## src/capture_pkg.sv

```systemverilog
// Constants for the dual position capture unit
package capture_pkg;
    localparam logic [15:0] ADDR_CAP_STATUS   = 16'h0a02;
    localparam logic [15:0] ADDR_A_EDGE       = 16'h0900;
    localparam logic [15:0] ADDR_B_EDGE       = 16'h0a06;
    localparam logic [15:0] ADDR_A_START_STOP = 16'h0a08;
    localparam logic [15:0] ADDR_B_START_STOP = 16'h0a0a;
    localparam logic [15:0] ADDR_A_POS_LO     = 16'h0a0c;
    localparam logic [15:0] ADDR_A_POS_HI     = 16'h0a0d;
    localparam logic [15:0] ADDR_B_POS_LO     = 16'h0a0e;
    localparam logic [15:0] ADDR_B_POS_HI     = 16'h0a0f;
    localparam logic [15:0] ADDR_A_COUNT      = 16'h0a10;
    localparam logic [15:0] ADDR_B_COUNT      = 16'h0a12;

    localparam int FILTER_TIME_NS  = 2000;
    localparam int CLK_PERIOD_NS   = 50;
    localparam int FILTER_CYCLES   = (FILTER_TIME_NS + CLK_PERIOD_NS - 1) / CLK_PERIOD_NS;
    localparam int FILTER_W        = 6;

    localparam logic       EDGE_SELECT_RESET = 1'b0;
    localparam logic [1:0] START_STOP_RESET  = 2'h0;
    localparam logic [1:0] MODE_ABORT        = 2'h0;
    localparam logic [1:0] MODE_SINGLE       = 2'h1;
    localparam logic [1:0] MODE_CONTINUOUS   = 2'h2;

    typedef enum logic [1:0] {
        CH_IDLE = 2'b00,
        CH_ARMED_SINGLE = 2'b01,
        CH_ARMED_CONT = 2'b10,
        CH_DONE = 2'b11
    } ch_state_type;
endpackage

```

## src/capture_channel.sv

```systemverilog
// One capture channel: sync, filter, edge detect, latch, count
`timescale 1ns/1ps
`default_nettype none
module capture_channel (
    input  wire logic        core_clk,
    input  wire logic        rst_n,
    input  wire logic        clk_en,
    input  wire logic        capture_pin,
    input  wire logic        edge_rising,
    input  wire logic        arm_write,
    input  wire logic [1:0]  arm_mode,
    input  wire logic [31:0] motor_position,
    output logic [31:0]      captured_position,
    output logic [15:0]      event_counter,
    output logic             done,
    output logic             running,
    output logic             capture_pulse
);
    logic                             sync1, sync2, filt, filt_q;
    logic [capture_pkg::FILTER_W-1:0] fcnt;
    capture_pkg::ch_state_type        state;
    logic                             next_sync1, next_sync2, next_filt, next_filt_q;
    logic [capture_pkg::FILTER_W-1:0] next_fcnt;
    capture_pkg::ch_state_type        next_state;
    logic [31:0]                      next_pos;
    logic [15:0]                      next_cnt;
    logic                             next_done, hit, edge_seen;

    always_comb begin
        next_sync1 = capture_pin;
        next_sync2 = sync1;
        next_filt = filt;
        next_fcnt = fcnt;
        if (sync2 == filt) begin
            next_fcnt = '0;
        end else if (fcnt == 6'(capture_pkg::FILTER_CYCLES - 1)) begin
            next_filt = sync2;
            next_fcnt = '0;
        end else begin
            next_fcnt = fcnt + 6'h01;
        end
        next_filt_q = filt;
        edge_seen = edge_rising ? (filt & ~filt_q) : (~filt & filt_q);
        hit = edge_seen && (state == capture_pkg::CH_ARMED_SINGLE ||
                            state == capture_pkg::CH_ARMED_CONT);
        next_state = state;
        next_pos = captured_position;
        next_cnt = event_counter;
        next_done = done;
        if (arm_write) begin
            case (arm_mode)
                capture_pkg::MODE_SINGLE: begin
                    next_state = capture_pkg::CH_ARMED_SINGLE;
                    next_cnt = '0;
                    next_done = 1'b0;
                end
                capture_pkg::MODE_CONTINUOUS: begin
                    next_state = capture_pkg::CH_ARMED_CONT;
                    next_cnt = '0;
                    next_done = 1'b0;
                end
                default: next_state = capture_pkg::CH_IDLE;
            endcase
        end else if (hit) begin
            next_pos = motor_position;
            next_cnt = event_counter + 16'h0001;
            next_done = 1'b1;
            if (state == capture_pkg::CH_ARMED_SINGLE) begin
                next_state = capture_pkg::CH_DONE;
            end
        end
    end

    always_ff @(posedge core_clk) begin
        if (!rst_n) begin
            sync1 <= 1'b0;
            sync2 <= 1'b0;
            filt <= 1'b0;
            filt_q <= 1'b0;
            fcnt <= '0;
            state <= capture_pkg::CH_IDLE;
            captured_position <= '0;
            event_counter <= '0;
            done <= 1'b0;
        end else if (clk_en) begin
            sync1 <= next_sync1;
            sync2 <= next_sync2;
            filt <= next_filt;
            filt_q <= next_filt_q;
            fcnt <= next_fcnt;
            state <= next_state;
            captured_position <= next_pos;
            event_counter <= next_cnt;
            done <= next_done;
        end
    end

    assign running = (state == capture_pkg::CH_ARMED_SINGLE) ||
                     (state == capture_pkg::CH_ARMED_CONT);
    assign capture_pulse = hit && !arm_write && clk_en;

    single_stops_a: assert property (@(posedge core_clk) disable iff (!rst_n)
        clk_en && hit && !arm_write && state == capture_pkg::CH_ARMED_SINGLE
        |=> state == capture_pkg::CH_DONE) else $error("single shot not ended");
    latch_pos_a: assert property (@(posedge core_clk) disable iff (!rst_n)
        capture_pulse |=> captured_position == $past(motor_position)
        && event_counter == $past(event_counter) + 16'h0001)
        else $error("capture latch or count wrong");
    idle_ignores_a: assert property (@(posedge core_clk) disable iff (!rst_n)
        clk_en && !arm_write && !running |=> $stable(captured_position)
        && $stable(event_counter)) else $error("idle channel changed");
    arm_clears_a: assert property (@(posedge core_clk) disable iff (!rst_n)
        clk_en && arm_write && arm_mode != capture_pkg::MODE_ABORT
        && arm_mode != 2'h3 |=> event_counter == 16'h0000 && running)
        else $error("arm did not clear count");
endmodule
`default_nettype wire

```

## src/dual_position_capture_unit.sv

```systemverilog
// Two-channel position capture with parameter register port
// Functional notes
// - Two capture channels run independently, each with its own input, settings and result.
// - A detected edge latches the current motor position as the channel result.
// - Edge select 0 triggers on falling edges and 1 on rising edges.
// - Writing 1 to start/stop arms a single-shot capture.
// - Writing 2 to start/stop arms continuous capture until stopped.
// - Continuous mode overwrites the captured position on every qualifying edge.
// - Single-shot mode ends at the first qualifying edge.
// - Writing 0 to start/stop aborts the capture function.
// - Arming is accepted only while the control source is the fieldbus.
// - Each capture input is filtered over about two microseconds.
// - Each channel counts its capture events in a read-only counter.
// - The event counter clears whenever the channel is armed.
// - A read-only status word shows completion in bit 0 and bit 1.
`timescale 1ns/1ps
`default_nettype none
module dual_position_capture_unit (
    input  wire logic        core_clk,
    input  wire logic        rst_n,
    input  wire logic        clk_en,
    input  wire logic        capture_input_a,
    input  wire logic        capture_input_b,
    input  wire logic [31:0] motor_position,
    input  wire logic        source_is_fieldbus,
    input  wire logic        param_write,
    input  wire logic        param_read,
    input  wire logic [15:0] param_addr,
    input  wire logic [15:0] param_wdata,
    output logic [15:0]      param_rdata,
    output logic             param_error,
    output logic             capture_a_running,
    output logic             capture_b_running
);
    logic        capture_a_edge_select, capture_b_edge_select;
    logic [1:0]  capture_a_start_stop, capture_b_start_stop;
    logic        next_a_edge, next_b_edge;
    logic [1:0]  next_a_ss, next_b_ss;
    logic [15:0] next_rdata;
    logic        next_error;
    logic        arm_a, arm_b, wr_ok, sel_a_ss, sel_b_ss, legal_mode;
    logic [31:0] pos_a, pos_b;
    logic [15:0] capture_a_event_counter, capture_b_event_counter;
    logic        done_a, done_b, pulse_a, pulse_b;
    logic [15:0] capture_done_flags;

    capture_channel chan_a (
        .core_clk          (core_clk),
        .rst_n             (rst_n),
        .clk_en            (clk_en),
        .capture_pin       (capture_input_a),
        .edge_rising       (capture_a_edge_select),
        .arm_write         (arm_a),
        .arm_mode          (param_wdata[1:0]),
        .motor_position    (motor_position),
        .captured_position (pos_a),
        .event_counter     (capture_a_event_counter),
        .done              (done_a),
        .running           (capture_a_running),
        .capture_pulse     (pulse_a)
    );

    capture_channel chan_b (
        .core_clk          (core_clk),
        .rst_n             (rst_n),
        .clk_en            (clk_en),
        .capture_pin       (capture_input_b),
        .edge_rising       (capture_b_edge_select),
        .arm_write         (arm_b),
        .arm_mode          (param_wdata[1:0]),
        .motor_position    (motor_position),
        .captured_position (pos_b),
        .event_counter     (capture_b_event_counter),
        .done              (done_b),
        .running           (capture_b_running),
        .capture_pulse     (pulse_b)
    );

    assign capture_done_flags = {14'h0000, done_b, done_a};

    always_comb begin
        legal_mode = (param_wdata[15:2] == 14'h0000) && (param_wdata[1:0] != 2'h3);
        // Arming refused unless fieldbus owns control; abort always allowed
        wr_ok = legal_mode && (source_is_fieldbus ||
                param_wdata[1:0] == capture_pkg::MODE_ABORT);
        sel_a_ss = param_addr == capture_pkg::ADDR_A_START_STOP;
        sel_b_ss = param_addr == capture_pkg::ADDR_B_START_STOP;
        arm_a = param_write && sel_a_ss && wr_ok;
        arm_b = param_write && sel_b_ss && wr_ok;
        next_a_edge = capture_a_edge_select;
        next_b_edge = capture_b_edge_select;
        next_a_ss = capture_a_start_stop;
        next_b_ss = capture_b_start_stop;
        // Single shot falls back to abort once done
        if (pulse_a && capture_a_start_stop == capture_pkg::MODE_SINGLE) begin
            next_a_ss = capture_pkg::MODE_ABORT;
        end
        if (pulse_b && capture_b_start_stop == capture_pkg::MODE_SINGLE) begin
            next_b_ss = capture_pkg::MODE_ABORT;
        end
        if (arm_a) begin
            next_a_ss = param_wdata[1:0];
        end
        if (arm_b) begin
            next_b_ss = param_wdata[1:0];
        end
        next_error = 1'b0;
        if (param_write) begin
            case (param_addr)
                capture_pkg::ADDR_A_EDGE: begin
                    if (param_wdata[15:1] == 15'h0000) begin
                        next_a_edge = param_wdata[0];
                    end else begin
                        next_error = 1'b1;
                    end
                end
                capture_pkg::ADDR_B_EDGE: begin
                    if (param_wdata[15:1] == 15'h0000) begin
                        next_b_edge = param_wdata[0];
                    end else begin
                        next_error = 1'b1;
                    end
                end
                capture_pkg::ADDR_A_START_STOP: next_error = !wr_ok;
                capture_pkg::ADDR_B_START_STOP: next_error = !wr_ok;
                default: next_error = 1'b1;
            endcase
        end
        next_rdata = 16'h0000;
        if (param_read) begin
            case (param_addr)
                capture_pkg::ADDR_CAP_STATUS:   next_rdata = capture_done_flags;
                capture_pkg::ADDR_A_EDGE:       next_rdata = {15'h0000, capture_a_edge_select};
                capture_pkg::ADDR_B_EDGE:       next_rdata = {15'h0000, capture_b_edge_select};
                capture_pkg::ADDR_A_START_STOP: next_rdata = {14'h0000, capture_a_start_stop};
                capture_pkg::ADDR_B_START_STOP: next_rdata = {14'h0000, capture_b_start_stop};
                capture_pkg::ADDR_A_POS_LO:     next_rdata = pos_a[15:0];
                capture_pkg::ADDR_A_POS_HI:     next_rdata = pos_a[31:16];
                capture_pkg::ADDR_B_POS_LO:     next_rdata = pos_b[15:0];
                capture_pkg::ADDR_B_POS_HI:     next_rdata = pos_b[31:16];
                capture_pkg::ADDR_A_COUNT:      next_rdata = capture_a_event_counter;
                capture_pkg::ADDR_B_COUNT:      next_rdata = capture_b_event_counter;
                default: next_error = 1'b1;
            endcase
        end
    end

    always_ff @(posedge core_clk) begin
        if (!rst_n) begin
            capture_a_edge_select <= capture_pkg::EDGE_SELECT_RESET;
            capture_b_edge_select <= capture_pkg::EDGE_SELECT_RESET;
            capture_a_start_stop <= capture_pkg::START_STOP_RESET;
            capture_b_start_stop <= capture_pkg::START_STOP_RESET;
            param_rdata <= 16'h0000;
            param_error <= 1'b0;
        end else if (clk_en) begin
            capture_a_edge_select <= next_a_edge;
            capture_b_edge_select <= next_b_edge;
            capture_a_start_stop <= next_a_ss;
            capture_b_start_stop <= next_b_ss;
            param_rdata <= next_rdata;
            param_error <= next_error;
        end
    end

    no_arm_local_a: assert property (@(posedge core_clk) disable iff (!rst_n)
        clk_en && param_write && !source_is_fieldbus && !capture_b_running
        |=> !capture_b_running) else $error("channel b armed without fieldbus");
    refuse_arm_a: assert property (@(posedge core_clk) disable iff (!rst_n)
        clk_en && param_write && !source_is_fieldbus && !capture_a_running
        |=> !capture_a_running) else $error("channel a armed without fieldbus");
    abort_stops_a: assert property (@(posedge core_clk) disable iff (!rst_n)
        clk_en && param_write && sel_b_ss && param_wdata == 16'h0000
        |=> !capture_b_running) else $error("abort did not stop channel");
    cont_keeps_a: assert property (@(posedge core_clk) disable iff (!rst_n)
        clk_en && capture_b_running && capture_b_start_stop == capture_pkg::MODE_CONTINUOUS
        && pulse_b && !param_write |=> capture_b_running) else $error("continuous stopped");
    status_bits_a: assert property (@(posedge core_clk) disable iff (!rst_n)
        clk_en && pulse_a |=> done_a ##0 capture_done_flags[0])
        else $error("status bit not set");
endmodule
`default_nettype wire

```

## config.mk

```make
export PLATFORM = sky130hd
export DESIGN_NAME = dual_position_capture_unit
export DESIGN_NICKNAME = d
export VERILOG_FILES = /design/src/capture_pkg.sv /design/src/capture_channel.sv /design/src/dual_position_capture_unit.sv
export SDC_FILE = /design/constraint.sdc
export NUM_CORES = 1
export LEC_CHECK = 0
export BUFFER_PORTS_ARGS = -buffer_cell sky130_fd_sc_hd__clkbuf_2
export CAP_MARGIN = 20
export CORE_ASPECT_RATIO = 1.4
export CORE_UTILIZATION = 58
export DETAILED_ROUTE_END_ITERATION = 8
export PLACE_DENSITY_LB_ADDON = 0.15
export SETUP_SLACK_MARGIN = 0.05
export SYNTH_ARGS = -nofsm -noshare
export SYNTH_HDL_FRONTEND = slang
export SYNTH_SLANG_ARGS = --single-unit
```

## constraint.sdc

```tcl
create_clock -name core_clk -period 4.13 [get_ports core_clk]
set_clock_uncertainty 0.05 [all_clocks]
set_input_delay 0.2065 -clock core_clk [delete_from_list [all_inputs] [get_ports core_clk]]
set_output_delay 0.2065 -clock core_clk [all_outputs]
set_load 0.005 [all_outputs]
```

[After elaboration in Yosys (flattened, before gate mapping)]
Index checks and enable logic that the tools add are counted.
Cells by class
  bitwise gates (word level): 12
  muxes and demuxes: 34
  add/sub/neg operators: 4
  equal/unequal tests: 26
  reduce and logical (&&, ||, !) cells: 45
Operators with widths (number)
  16-bit by 12-bit == test with 1-bit output, second input constant: 11
  16-bit one-hot mux with 11 select lines: 1
  16-bit 2-to-1 mux: 6
  16-bit by 1-bit adder with 16-bit output, second input constant: 2
  6-bit 2-to-1 mux: 4
  3-bit AND reduction: 8
  2-bit 2-to-1 mux: 10
  15-bit logical NOT: 1
  1-bit logical AND: 14
  14-bit logical NOT: 1
  6-bit by 1-bit adder with 6-bit output, second input constant: 2
  6-bit == test, second input constant: 2
  2-bit nonzero test: 6
  1-bit 2-to-1 mux: 11
  11-bit OR reduction: 1
  2-bit by 1-bit == test with 1-bit output, second input constant: 5
  1-bit NOT: 8
  4-bit AND reduction: 2
  2-bit == test, second input constant: 3
  2-bit != test, second input constant: 3
  2-bit OR reduction: 3
  1-bit AND: 4
  2-bit one-hot mux with 2 select lines: 1
  2-bit AND reduction: 2
  other kinds (5): 10
Storage, ports and cells
  bits of input ports: 72
  word-level logic and storage cells: 145
  register bits: 145
  output and inout bits: 19

[Longest topological paths before layout]
Gate-level depths: netlist (run 1).
  depth in word-level cells: 10
  mapped depth: 11
  gate-level depth less buffers: 8

[Modules after synthesis]
A second synthesis (run 1) with hierarchy kept.
Unflattened totals
  cell total of the unflattened synthesis: 918
  area, all modules: 7514.7 µm²
Modules (own cells, without submodules)
  capture_channel: sequential area each 1221.2 µm², cells each 319, instances 2, area each 2643.8 µm²
  dual_position_capture_unit: sequential area each 460.4 µm², cells each 280, instances 1, area each 2227.1 µm²

[Least setup slack after synthesis (run 1)]
Ideal clock, no wire load.
  path type: input port to flip-flop
  start point: in param_wdata[7]
  end point: reg chan_a.event_counter[11]
  buffers on the path: 3
  cell stages on the path: 9
  slack: 1147 ps
  data required time: 4009 ps
  arrival: 2862 ps
  library setup time: 71 ps
  cell sequence: or4_4 -> or4_1 -> buf_2 -> or4_1 -> buf_2 -> a221o_1 -> buf_6 -> or3_1 -> a21oi_1
Between the ends
  longest elaborated chain between the ends: 6
  elaborated cells between the ends (all ways): 8
  those cells by class: eq/ne: 1; mux: 1; reduce/logical: 6
RTL lines
  start: declaration: line dual_position_capture_unit.sv:29  | input wire logic [15:0] param_wdata,
  14-bit logical NOT (*): line dual_position_capture_unit.sv:82  | legal_mode = (param_wdata[15:2] == 14'h0000) && (param_wdata[1:0] != 2'h3);
  1-bit logical AND (*): line dual_position_capture_unit.sv:82
  1-bit logical AND (*): line dual_position_capture_unit.sv:84  | wr_ok = legal_mode && (source_is_fieldbus ||
  1-bit logical AND (*): line dual_position_capture_unit.sv:88  | arm_a = param_write && sel_a_ss && wr_ok;
  2-bit != test (no source line) / 2-bit nonzero test (equally long branches)
  3-bit AND reduction (no source line)
  end signal: assignment: line capture_channel.sv:93  | event_counter <= next_cnt;
  end: declaration: line capture_channel.sv:14  | output logic [15:0] event_counter,
Mark *: on every way between the ends. The rest lies on a longest branch, timed or not.
A chain may end at the register's enable or synchronous reset.

[Worst setup path in the final report (run 1)]
  start point: in param_wdata[7]
  end point: reg chan_a.event_counter[13]
The elaborated chain is that of the path after synthesis.

==> summary.md, run 1 <==
| Metric | Value |
|---|---|
| Hold slack final | 0.0303 ns |
| CP Cell Sequence | clkbuf_2, or4_4, or4_1, or4_1, a221o_1, or3_1, a21oi_1 |
| Most common cell after layout, fill and taps aside | nand2_1 |
| Share of layout cells above drive strength 1 | between 10% and 20% |
| Die Ht | 133 um |
| Final net count | between 1000 and 1500 |
| Hold Crit Class | primary input to flop |
| Die width | 95.4 um |
| Post-Syn Nets | ~940 |
| Number of diodes | 0 |
| Number of synthesized flops with an enable pin | 0 |
| Core ar. | 0.0119 sq mm |
| Post-Synthesis Cells | 859 |
| Largest net degree at the start of global routing | 45 |
| Critical-path top delay cell | or4_1 |
| Ys flop type | dfxtp_1 |
| CTS tree | yes |
| Inserted Clock Buffers | 17 |
| Synthesized area | 0.00708 sq mm |
| Area Growth Syn to Fin | 21.6% |
| Biggest area consumer among synthesized cells | dfxtp_1 |
| Sequential share of the synthesized area | around two fifths |
| Post CTS Setup Buffer Count | 0 |
| Drt wl/cell | 17.2 um |
| Number of max-cap violations | 0 |
| Drt total wl | 19300 um |
| H-tree depth | 4 |
| Tmin final | 2.87 ns |
| CTS Buffer Depth | 2 |
| DRT iter0 DRCs | between 300 and 400 |
| Fmax | 0.349 GHz |
| Synth Register Bits | between 100 and 150 |
| Crit path top cell by count | or4_1 |
| Leak | 3.14 nW |
| Number of port buffers | 90 |
| Clock sinks | 145 |
| Ys Warns | 0 |
| Final Max Tran Viols | 0 |
| Worst-margin pin slew | 1.06 ns |
| Top-area cell type share of the netlist area | approximately two fifths |
| Pre-antenna DRT Iters | 5 |
| Status | finished, final reports clean |
| DRC Markers | 0 |
| Number of global-route vias before repair | 6716 |
| Critical Path AT | between 3 and 4 ns |
| CTS Hold Bufs | 33 |
| Die area | 0.0127 sq mm |
| Final ANT Viol Nets | 0 |
| RSZ-0062 raised after global routing | no |
| Global Route Usage Sum | 32.0% |
| Crit path largest cell delay | between 0.6 and 0.7 ns |
| # rows | 47 |
| Clock Tree Root | clkbuf_16 |
| Global-route wire length before repair | 31200 um |
| Most frequent cells in the layout | nand2_1, dfxtp_1, a21oi_1 |
| Crit. End Element | flop |
| Asr flop ratio synth | 0% |
| Tcrit/Tclk final | 69.4% |
| Yosys cell types | 63 |
| Initial antenna violation count | 0 |
| Routability cong. | 0.971 |
| Reg clk slew, reported paths | 0.06 ns |
| Setup CP Type | primary input to flop |
| Remaining Overflow, GRT | 0 |
| Top post-synthesis cells by area | dfxtp_1, nand2_1, a21oi_1 |
| Worst setup SP type | primary input |
| Power Density | 368 mW/mm^2 |
| Top Ports | 91 |
| CP max FO | 13 |
| Setup TNS | 0 ns |
| DR vias/cell | between 6 and 7 |
| DR vias | between 6000 and 7000 |
| # resized after CTS | 0 |
| Fill count | 913 |
| Synthesized area per cell | 8.24 sq um |
| Fin. Hold Viols | 0 |
| Final setup viols | 0 |
| Worst skew pair latency | about 0.42 ns |
| Maximum vdd drop | 0.263 mV |
| Req. time, crit path | 4.43 ns |
| Starting Density | 59.6% |
| Post-DP HPWL | between 10000 and 15000 um |
| Slew headroom | a little under 30% |
## sequential cells by signal, indices dropped and copies added, names as in the netlist, 6 cells and up
signal	count
chan_b.captured_position	32
chan_a.captured_position	32
chan_b.event_counter	16
chan_b.fcnt	6
chan_a.event_counter	16
param_rdata	16
chan_a.fcnt	6
## cells in the mapped netlist (2+ instances only)
cell	count
o21bai_1	2
o32ai_1	2
or4_1	10
nor4b_1	2
nor4_1	7
o22ai_1	5
or3_1	15
a211oi_1	9
o221ai_1	2
nor2b_1	4
o21ai_1	2
nand4_1	8
inv_1	15
o31ai_1	2
o21ai_0	39
buf_2	3
nand2_1	172
nand4b_1	2
a22oi_1	17
dfxtp_1	145
and4_1	5
or2_2	5
xor2_1	5
mux2_2	18
a21oi_1	102
mux4_2	16
o21a_1	3
and3_1	9
buf_1	9
nand2b_1	8
ha_1	10
nor3_1	14
and2_1	19
nor2_1	57
clkbuf_1	41
mux2i_1	11
o2bb2ai_1	9
nor3b_1	13
xnor2_1	4
nand3_1	15
## metrics by stage
step	setup WS [ns]	area (sq um)	utilization [%]	total power [W]	std cells
5_1_grt	1.09	8610	72.4	0.00325	1124
6_report	1.26	8610	72.4	0.00317	1124
3_3_place_gp	0.938	7660	64.5	0.00157	1059
2_1_floorplan	1.15	7080	-	0.00151	859
4_1_cts	1.30	8610	72.4	0.00317	1124
3_5_place_dp	0.881	7660	64.5	0.00157	1059
## final timing paths
| path | startpoint | endpoint | slack [ns] | cells past startpoint |
|---|---|---|---|---|
| setup / recovery | param_wdata[7] | chan_a.event_counter[13]$_SDFFE_PN0P_ | 1.26 | 7 |
| hold reg to reg | chan_a.captured_position[2]$_SDFFE_PN0P_ | chan_a.captured_position[2]$_SDFFE_PN0P_ | 0.41 | 2 |
| hold / removal | param_wdata[1] | capture_a_start_stop[1]$_SDFFE_PN0P_ | 0.03 | 3 |
| setup reg to reg | chan_b.state[1]$_SDFFE_PN0P_ | chan_b.event_counter[11]$_SDFFE_PN0P_ | 1.33 | 8 |
## power breakdown
| part | internal (W) | switching, W | leakage (nW) |
|---|---|---|---|
| logic | 0.0000733 | 0.0000914 | 1.68 |
| clock network | 0.000974 | 0.000625 | 0.295 |
| registers | 0.00140 | 0.00000220 | 1.17 |
## worst max-delay path, delay by kind of cell
kind,cells,cell delay [ns]
buffers and inverters,1,0.08
AOI/OAI and AO/OA,2,0.64
and+or+nand+nor,4,2.24
## metal layers
metal / track usage (%) / vias up / part of all wire [%]
met1: 35.9 / 3183 / 39
met4: 18.9 / 0 / 5.1
met2: 54.8 / 270 / 50
li1: - / 3274 / -
met5: 0 / - / 0
met3: 6.09 / 69 / 6.0
## cell families (layout without fill, tap and decap cells)
group	after synthesis	after routing	share of synthesized area, %
flip-flops	145	145	41.0
AND/OR/NAND/NOR	371	371	25.2
AO/OA/AOI/OAI	209	209	17.5
XOR/XNOR	9	9	1.11
adder cells (fa/ha/maj)	10	10	1.77
multiplexers	45	45	9.51
buffers and inverters	70	188	3.87
## final cells by class
class | count | area, sq um | area share (%)
multi-input cells | 644 | 3930 | 45.6
flip-flops and latches | 145 | 2900 | 33.7
repair buffers | 140 | 921 | 10.7
clock buffers | 18 | 439 | 5.10
well taps | 147 | 184 | 2.14
clock inverters | 14 | 174 | 2.02
inverters | 16 | 60.1 | 0.698
(Power assumes the default switching activity.)
==> run 2: changes to the inputs <==
- clock period: 4.13 -> 2.8 ns (I/O delays scaled with it)
==> summary.md, run 2 (same netlist as run 1, synthesis figures left out) <==
| Metric | Value |
|---|---|
| DR vias/cell | approximately 6 |
| Final setup margin | 0.359 ns |
| Top flop regs | chan_a.captured_position: 32 flops, chan_b.captured_position: 32 flops |
| Req. time, crit path | 3.10 ns |
| Number of port buffers | 90 |
| CTS Buffer Depth | 2 |
| # resized after CTS | 0 |
| Top Ports | 91 |
| Final net count | 1073 |
| Number of diodes | 0 |
| DRC Markers | 0 |
| Crit. End Element | flop |
| Setup TNS | 0 ns |
| Pre-CTS setup slack | -0.0534 ns |
| Leak | 3.29 nW |
| Status | finished, final reports clean |
| Tmin final | 2.44 ns |
| DRT iter0 DRCs | 480 |
| Initial antenna violation count | 0 |
| Most frequent cells in the layout | nand2_1, dfxtp_1, a21oi_1 |
| Die Ht | 133 um |
| Worst setup SP type | primary input |
| # rows | 47 |
| Final ANT Viol Nets | 0 |
| Fill count | about 910 |
| Inserted Clock Buffers | 17 |
| Pre-antenna DRT Iters | 7 |
| DR vias | ~7000 |
| Slew headroom | roughly half |
| Tcrit/Tclk final | 87.2% |
| Drt total wl | 20100 um |
| Worst-margin pin slew | 0.750 ns |
| Tot Pwr | ~0.0047 W |
| Final setup viols | 0 |
| Area Growth Syn to Fin | 25.0% |
| CP max FO | 13 |
| Remaining Overflow, GRT | 0 |
| Die width | between 90 and 100 um |
| Worst skew pair latency | 0.42 ns |
| Fin. Hold Viols | 0 |
| Setup CP Type | primary input to flop |
| Power Density | 533 mW/mm^2 |
| Die area | 0.0127 sq mm |
| Drt wl/cell | 17.4 um |
| Final Max Tran Viols | 0 |
| Final core utilization | 74.5% |
| Critical Path AT | 2.74 ns |
| Maximum vdd drop | ~0.45 mV |
| Core ar. | 0.0119 sq mm |
| Number of max-cap violations | 0 |
| Most common cell after layout, fill and taps aside | nand2_1 |
| Post-DP HPWL | approximately 14000 um |
| Clock sinks | 145 |
| Routability cong. | ~0.94 |
| Worst R2R Path Depth | 7 |
| Worst hold stages | 3 |
| H-tree depth | 4 |
| Clock Tree Root | clkbuf_16 |
| Starting Density | 59.6% |
| DP Area | 0.00788 sq mm |
| Post-route cell area | ~0.009 sq mm |
| Global Route Usage Sum | 33.0% |
| Hold Crit Class | primary input to flop |
| Fmax | 0.410 GHz |
| Number of global-route vias before repair | ~7000 |
| RSZ-0062 raised after global routing | no |
| Largest net degree at the start of global routing | 40 |
| Share of layout cells above drive strength 1 | roughly 22% |
| CTS tree | yes |
| Reg clk slew, reported paths | 0.06 ns |
| Global-route wire length before repair | around 32000 um |
==> run 2: cell count changes in the layout (fill, tap and decap cells not counted), moves of 2 or more <==
cell	change
inv_6	-2
or4_1	-3
or4_4	+3
clkinv_2	-2
clkinv_4	+3
buf_4	+25
==> run 2: final timing paths <==
path	startpoint	endpoint	slack [ns]
hold / removal	param_wdata[1]	capture_a_start_stop[1]$_SDFFE_PN0P_	0.01
setup reg to reg	chan_b.state[1]$_SDFFE_PN0P_	chan_b.event_counter[4]$_SDFFE_PN0P_	0.51
hold reg to reg	chan_a.captured_position[20]$_SDFFE_PN0P_	chan_a.captured_position[20]$_SDFFE_PN0P_	0.40
setup / recovery	param_wdata[11]	chan_a.event_counter[11]$_SDFFE_PN0P_	0.36
==> run 2: worst max-delay path: stages <==
cell      delay (ns)
clkbuf_2        0.08
or4_1           0.57
or4_4           0.52
or4_4           0.43
a221o_1         0.48
or3_1           0.39
a21oi_1         0.12
==> run 2: cell type report <==
class                   count  area (sq um)  share of cell area (%)
clock buffers              19           453                    5.12
clock inverters            13           176                    1.99
inverters                  16          60.1                   0.679
multi-input cells         644          3940                    44.5
flip-flops and latches    145          2900                    32.8
well taps                 147           184                    2.08
repair buffers            167          1140                    12.9
==> run 2: timing repair <==
item,in CTS,in global routing
hold endpoints to repair,66,0
hold buffers,34,0
buffers inserted,0,0
setup endpoints to repair,0,0
==> run 2: metrics by stage <==
| stage | hold slack [ns] | std cells |
|---|---|---|
| 2_1_floorplan | 0.226 | 859 |
| 3_3_place_gp | 0.327 | 1085 |
| 3_5_place_dp | 0.335 | 1085 |
| 4_1_cts | 0.00669 | 1151 |
| 5_1_grt | 0.0321 | 1151 |
| 6_report | 0.0144 | 1151 |
==> run 2: per-layer routing <==
metal	vias to the layer above	track usage (%)	routed length (um)
met2	276	57.6	10200
met5	-	0	0
met1	3307	36.8	7760
met3	62	5.40	1140
met4	0	19.2	974
li1	3323	-	-
==> run 2: power by group <==
part | internal, W | switching [W] | total (W)
clock network | 0.00147 | 0.000917 | 0.00239
logic | 0.000118 | 0.000140 | 0.000257
registers | 0.00207 | 0.00000335 | 0.00207
total | 0.00365 | 0.00106 | 0.00471
==> run 3: changes to the inputs <==
- clock period: 2.8 -> 2.7 ns (I/O delays scaled with it)
==> summary.md, run 3 (same netlist as run 1, synthesis figures left out) <==
| Metric | Value |
|---|---|
| Status | finished, final reports clean |
| Number of port buffers | 90 |
| Die width | approximately 95 um |
| Leak | 3.28 nW |
| Reg clk slew, reported paths | about 0.06 ns |
| CP max FO | 32 |
| # rows | between 40 and 50 |
| Pre-CTS setup slack | -0.148 ns |
| R2R Path End | chan_b.event_counter[6]$_SDFFE_PN0P_ |
| Crit. End Element | flop |
| Area Growth Syn to Fin | 25.1% |
| Final ANT Viol Nets | 0 |
| DR vias/cell | roughly 6.1 |
| DR vias | 7030 |
| Final core utilization | 74.5% |
| CTS tree | yes |
| Power Density | 539 mW/mm^2 |
| Global-route wire length before repair | 32300 um |
| Initial antenna violation count | 0 |
| Most frequent cells in the layout | nand2_1, dfxtp_1, a21oi_1 |
| Min-delay src | param_wdata[1] |
| Top Ports | roughly 90 |
| Drt total wl | 20300 um |
| Drt wl/cell | 17.6 um |
| P_sw | 0.00110 W |
| Core ar. | 0.0119 sq mm |
| Worst R2R Path Depth | 5 |
| Post CTS Setup Buffer Count | 0 |
| CTS Buffer Depth | 2 |
| Final Max Tran Viols | 0 |
| Number of max-cap violations | 0 |
| Setup TNS | 0 ns |
| Setup CP Type | primary input to flop |
| Fin. Hold Viols | 0 |
| Slew headroom | 44.9% |
| Share of layout cells above drive strength 1 | between 20% and 30% |
| Worst setup SP type | primary input |
| Sw frac | a little under a quarter |
| Fmax | 0.408 GHz |
| Tmin final | 2.45 ns |
| Clock sinks | 145 |
| Maximum vdd drop | 0.459 mV |
| Combinational Power Share | ~5.7% |
| Global Route Usage Sum | 33.1% |
| Crit path largest cell delay | around 0.61 ns |
| Clock Tree Root | clkbuf_16 |
| Tcrit/Tclk final | between 90% and 100% |
| Number of diodes | 0 |
| Clock power share | between 40% and 50% |
| Number of global-route vias before repair | between 7000 and 8000 |
| RSZ-0062 raised after global routing | no |
| R2r setup slk | approximately 0.40 ns |
| Worst-margin pin slew | 0.824 ns |
| Final setup viols | 0 |
| Die Ht | 133 um |
| Critical Path AT | 2.74 ns |
| DRC Markers | 0 |
| Internal power | 0.00367 W |
| H-tree depth | 4 |
| Hold slack final | 0.0700 ns |
| CP Cell Sequence | clkbuf_2, or4_1, or4_1, or4_1, o21ai_2, buf_12, nand2_1, a21oi_1 |
| Largest net degree at the start of global routing | 40 |
| Most common cell after layout, fill and taps aside | nand2_1 |
| Top flop regs | chan_a.captured_position: 32 flops, chan_b.captured_position: 32 flops |
| Final net count | 1078 |
| Pre-antenna DRT Iters | 7 |
| Worst R2R Start | chan_b.filt$_SDFFE_PN0P_ |
| Inserted Clock Buffers | 17 |
| Final setup margin | 0.249 ns |
| Non-filler cells, final | approximately 1200 |
| Crit path top cell by count | or4_1 |
| DRT iter0 DRCs | 415 |
| Seq pwr share | 45.0% |
| Post-DP HPWL | 13800 um |
| Routability cong. | approximately 0.9 |
| Critical-path top delay cell | or4_1 |
| Hold Crit Class | primary input to flop |
| Placed cell count | 1090 |
| Worst skew pair latency | 0.42 ns |
| Worst hold stages | 4 |
| Die area | 0.0127 sq mm |
| Hold Path End | capture_a_start_stop[1]$_SDFFE_PN0P_ |
| Starting Density | between 50% and 60% |
| Req. time, crit path | 2.99 ns |
| Remaining Overflow, GRT | 0 |
[run 3: critical path, delay by kind of cell]
kind                   cells  cell delay (ns)
AO/OA/AOI/OAI              2             0.41
buffers and inverters      2             0.29
AND/OR/NAND/NOR            4             1.88
[run 3: final cells by class]
cell class	count	area, sq um
multi-input cells	644	3940
clock buffers	19	443
flip-flops and latches	145	2900
clock inverters	13	150
inverters	16	60.1
well taps	147	184
fillers	888	3030
repair buffers	172	1180
[run 3: metal layers]
layer | GRT usage, % | wire, um | vias to the layer above
met1 | 35.7 | 7670 | 3316
li1 | - | - | 3344
met2 | 59.1 | 10500 | 294
met3 | 5.17 | 1150 | 76
met5 | 0 | 0 | -
met4 | 19.7 | 955 | 0
[run 3: worst max-delay path by stage]
stage                                                      to  slack (ns)  cells after the start             from
finish              chan_a.captured_position[26]$_SDFFE_PN0P_        0.25                      8  param_wdata[11]
global placement        chan_a.event_counter[11]$_SDFFE_PN0P_       -0.11                      7  param_wdata[11]
global route             chan_a.event_counter[5]$_SDFFE_PN0P_        0.13                      8  param_wdata[11]
detailed placement      chan_a.event_counter[15]$_SDFFE_PN0P_       -0.15                      7  param_wdata[11]
floorplan               chan_a.event_counter[11]$_SDFFE_PN0P_       -0.19                      9   param_wdata[2]
CTS                     chan_a.event_counter[15]$_SDFFE_PN0P_        0.29                      7  param_wdata[11]
[run 3: stage by stage]
stage / area [sq um] / total power [W]
floorplan: 7110 / 0.00230
global placement: 7920 / 0.00242
detailed placement: 7920 / 0.00242
CTS: 8850 / 0.00479
global route: 8850 / 0.00489
finish: 8850 / 0.00477
[run 3: power groups by stage]
stage	registers [W]	logic (W)	clock network, W
3_5_place_dp	0.00219	0.000226	0
2_1_floorplan	0.00219	0.000110	0
3_3_place_gp	0.00219	0.000223	0
4_1_cts	0.00215	0.000267	0.00237
5_1_grt	0.00215	0.000290	0.00246
6_report	0.00215	0.000272	0.00235
[run 3: timing repair]
item	in CTS	in global routing
hold endpoints to repair	66	0
resized for setup	0	0
hold buffers	34	0
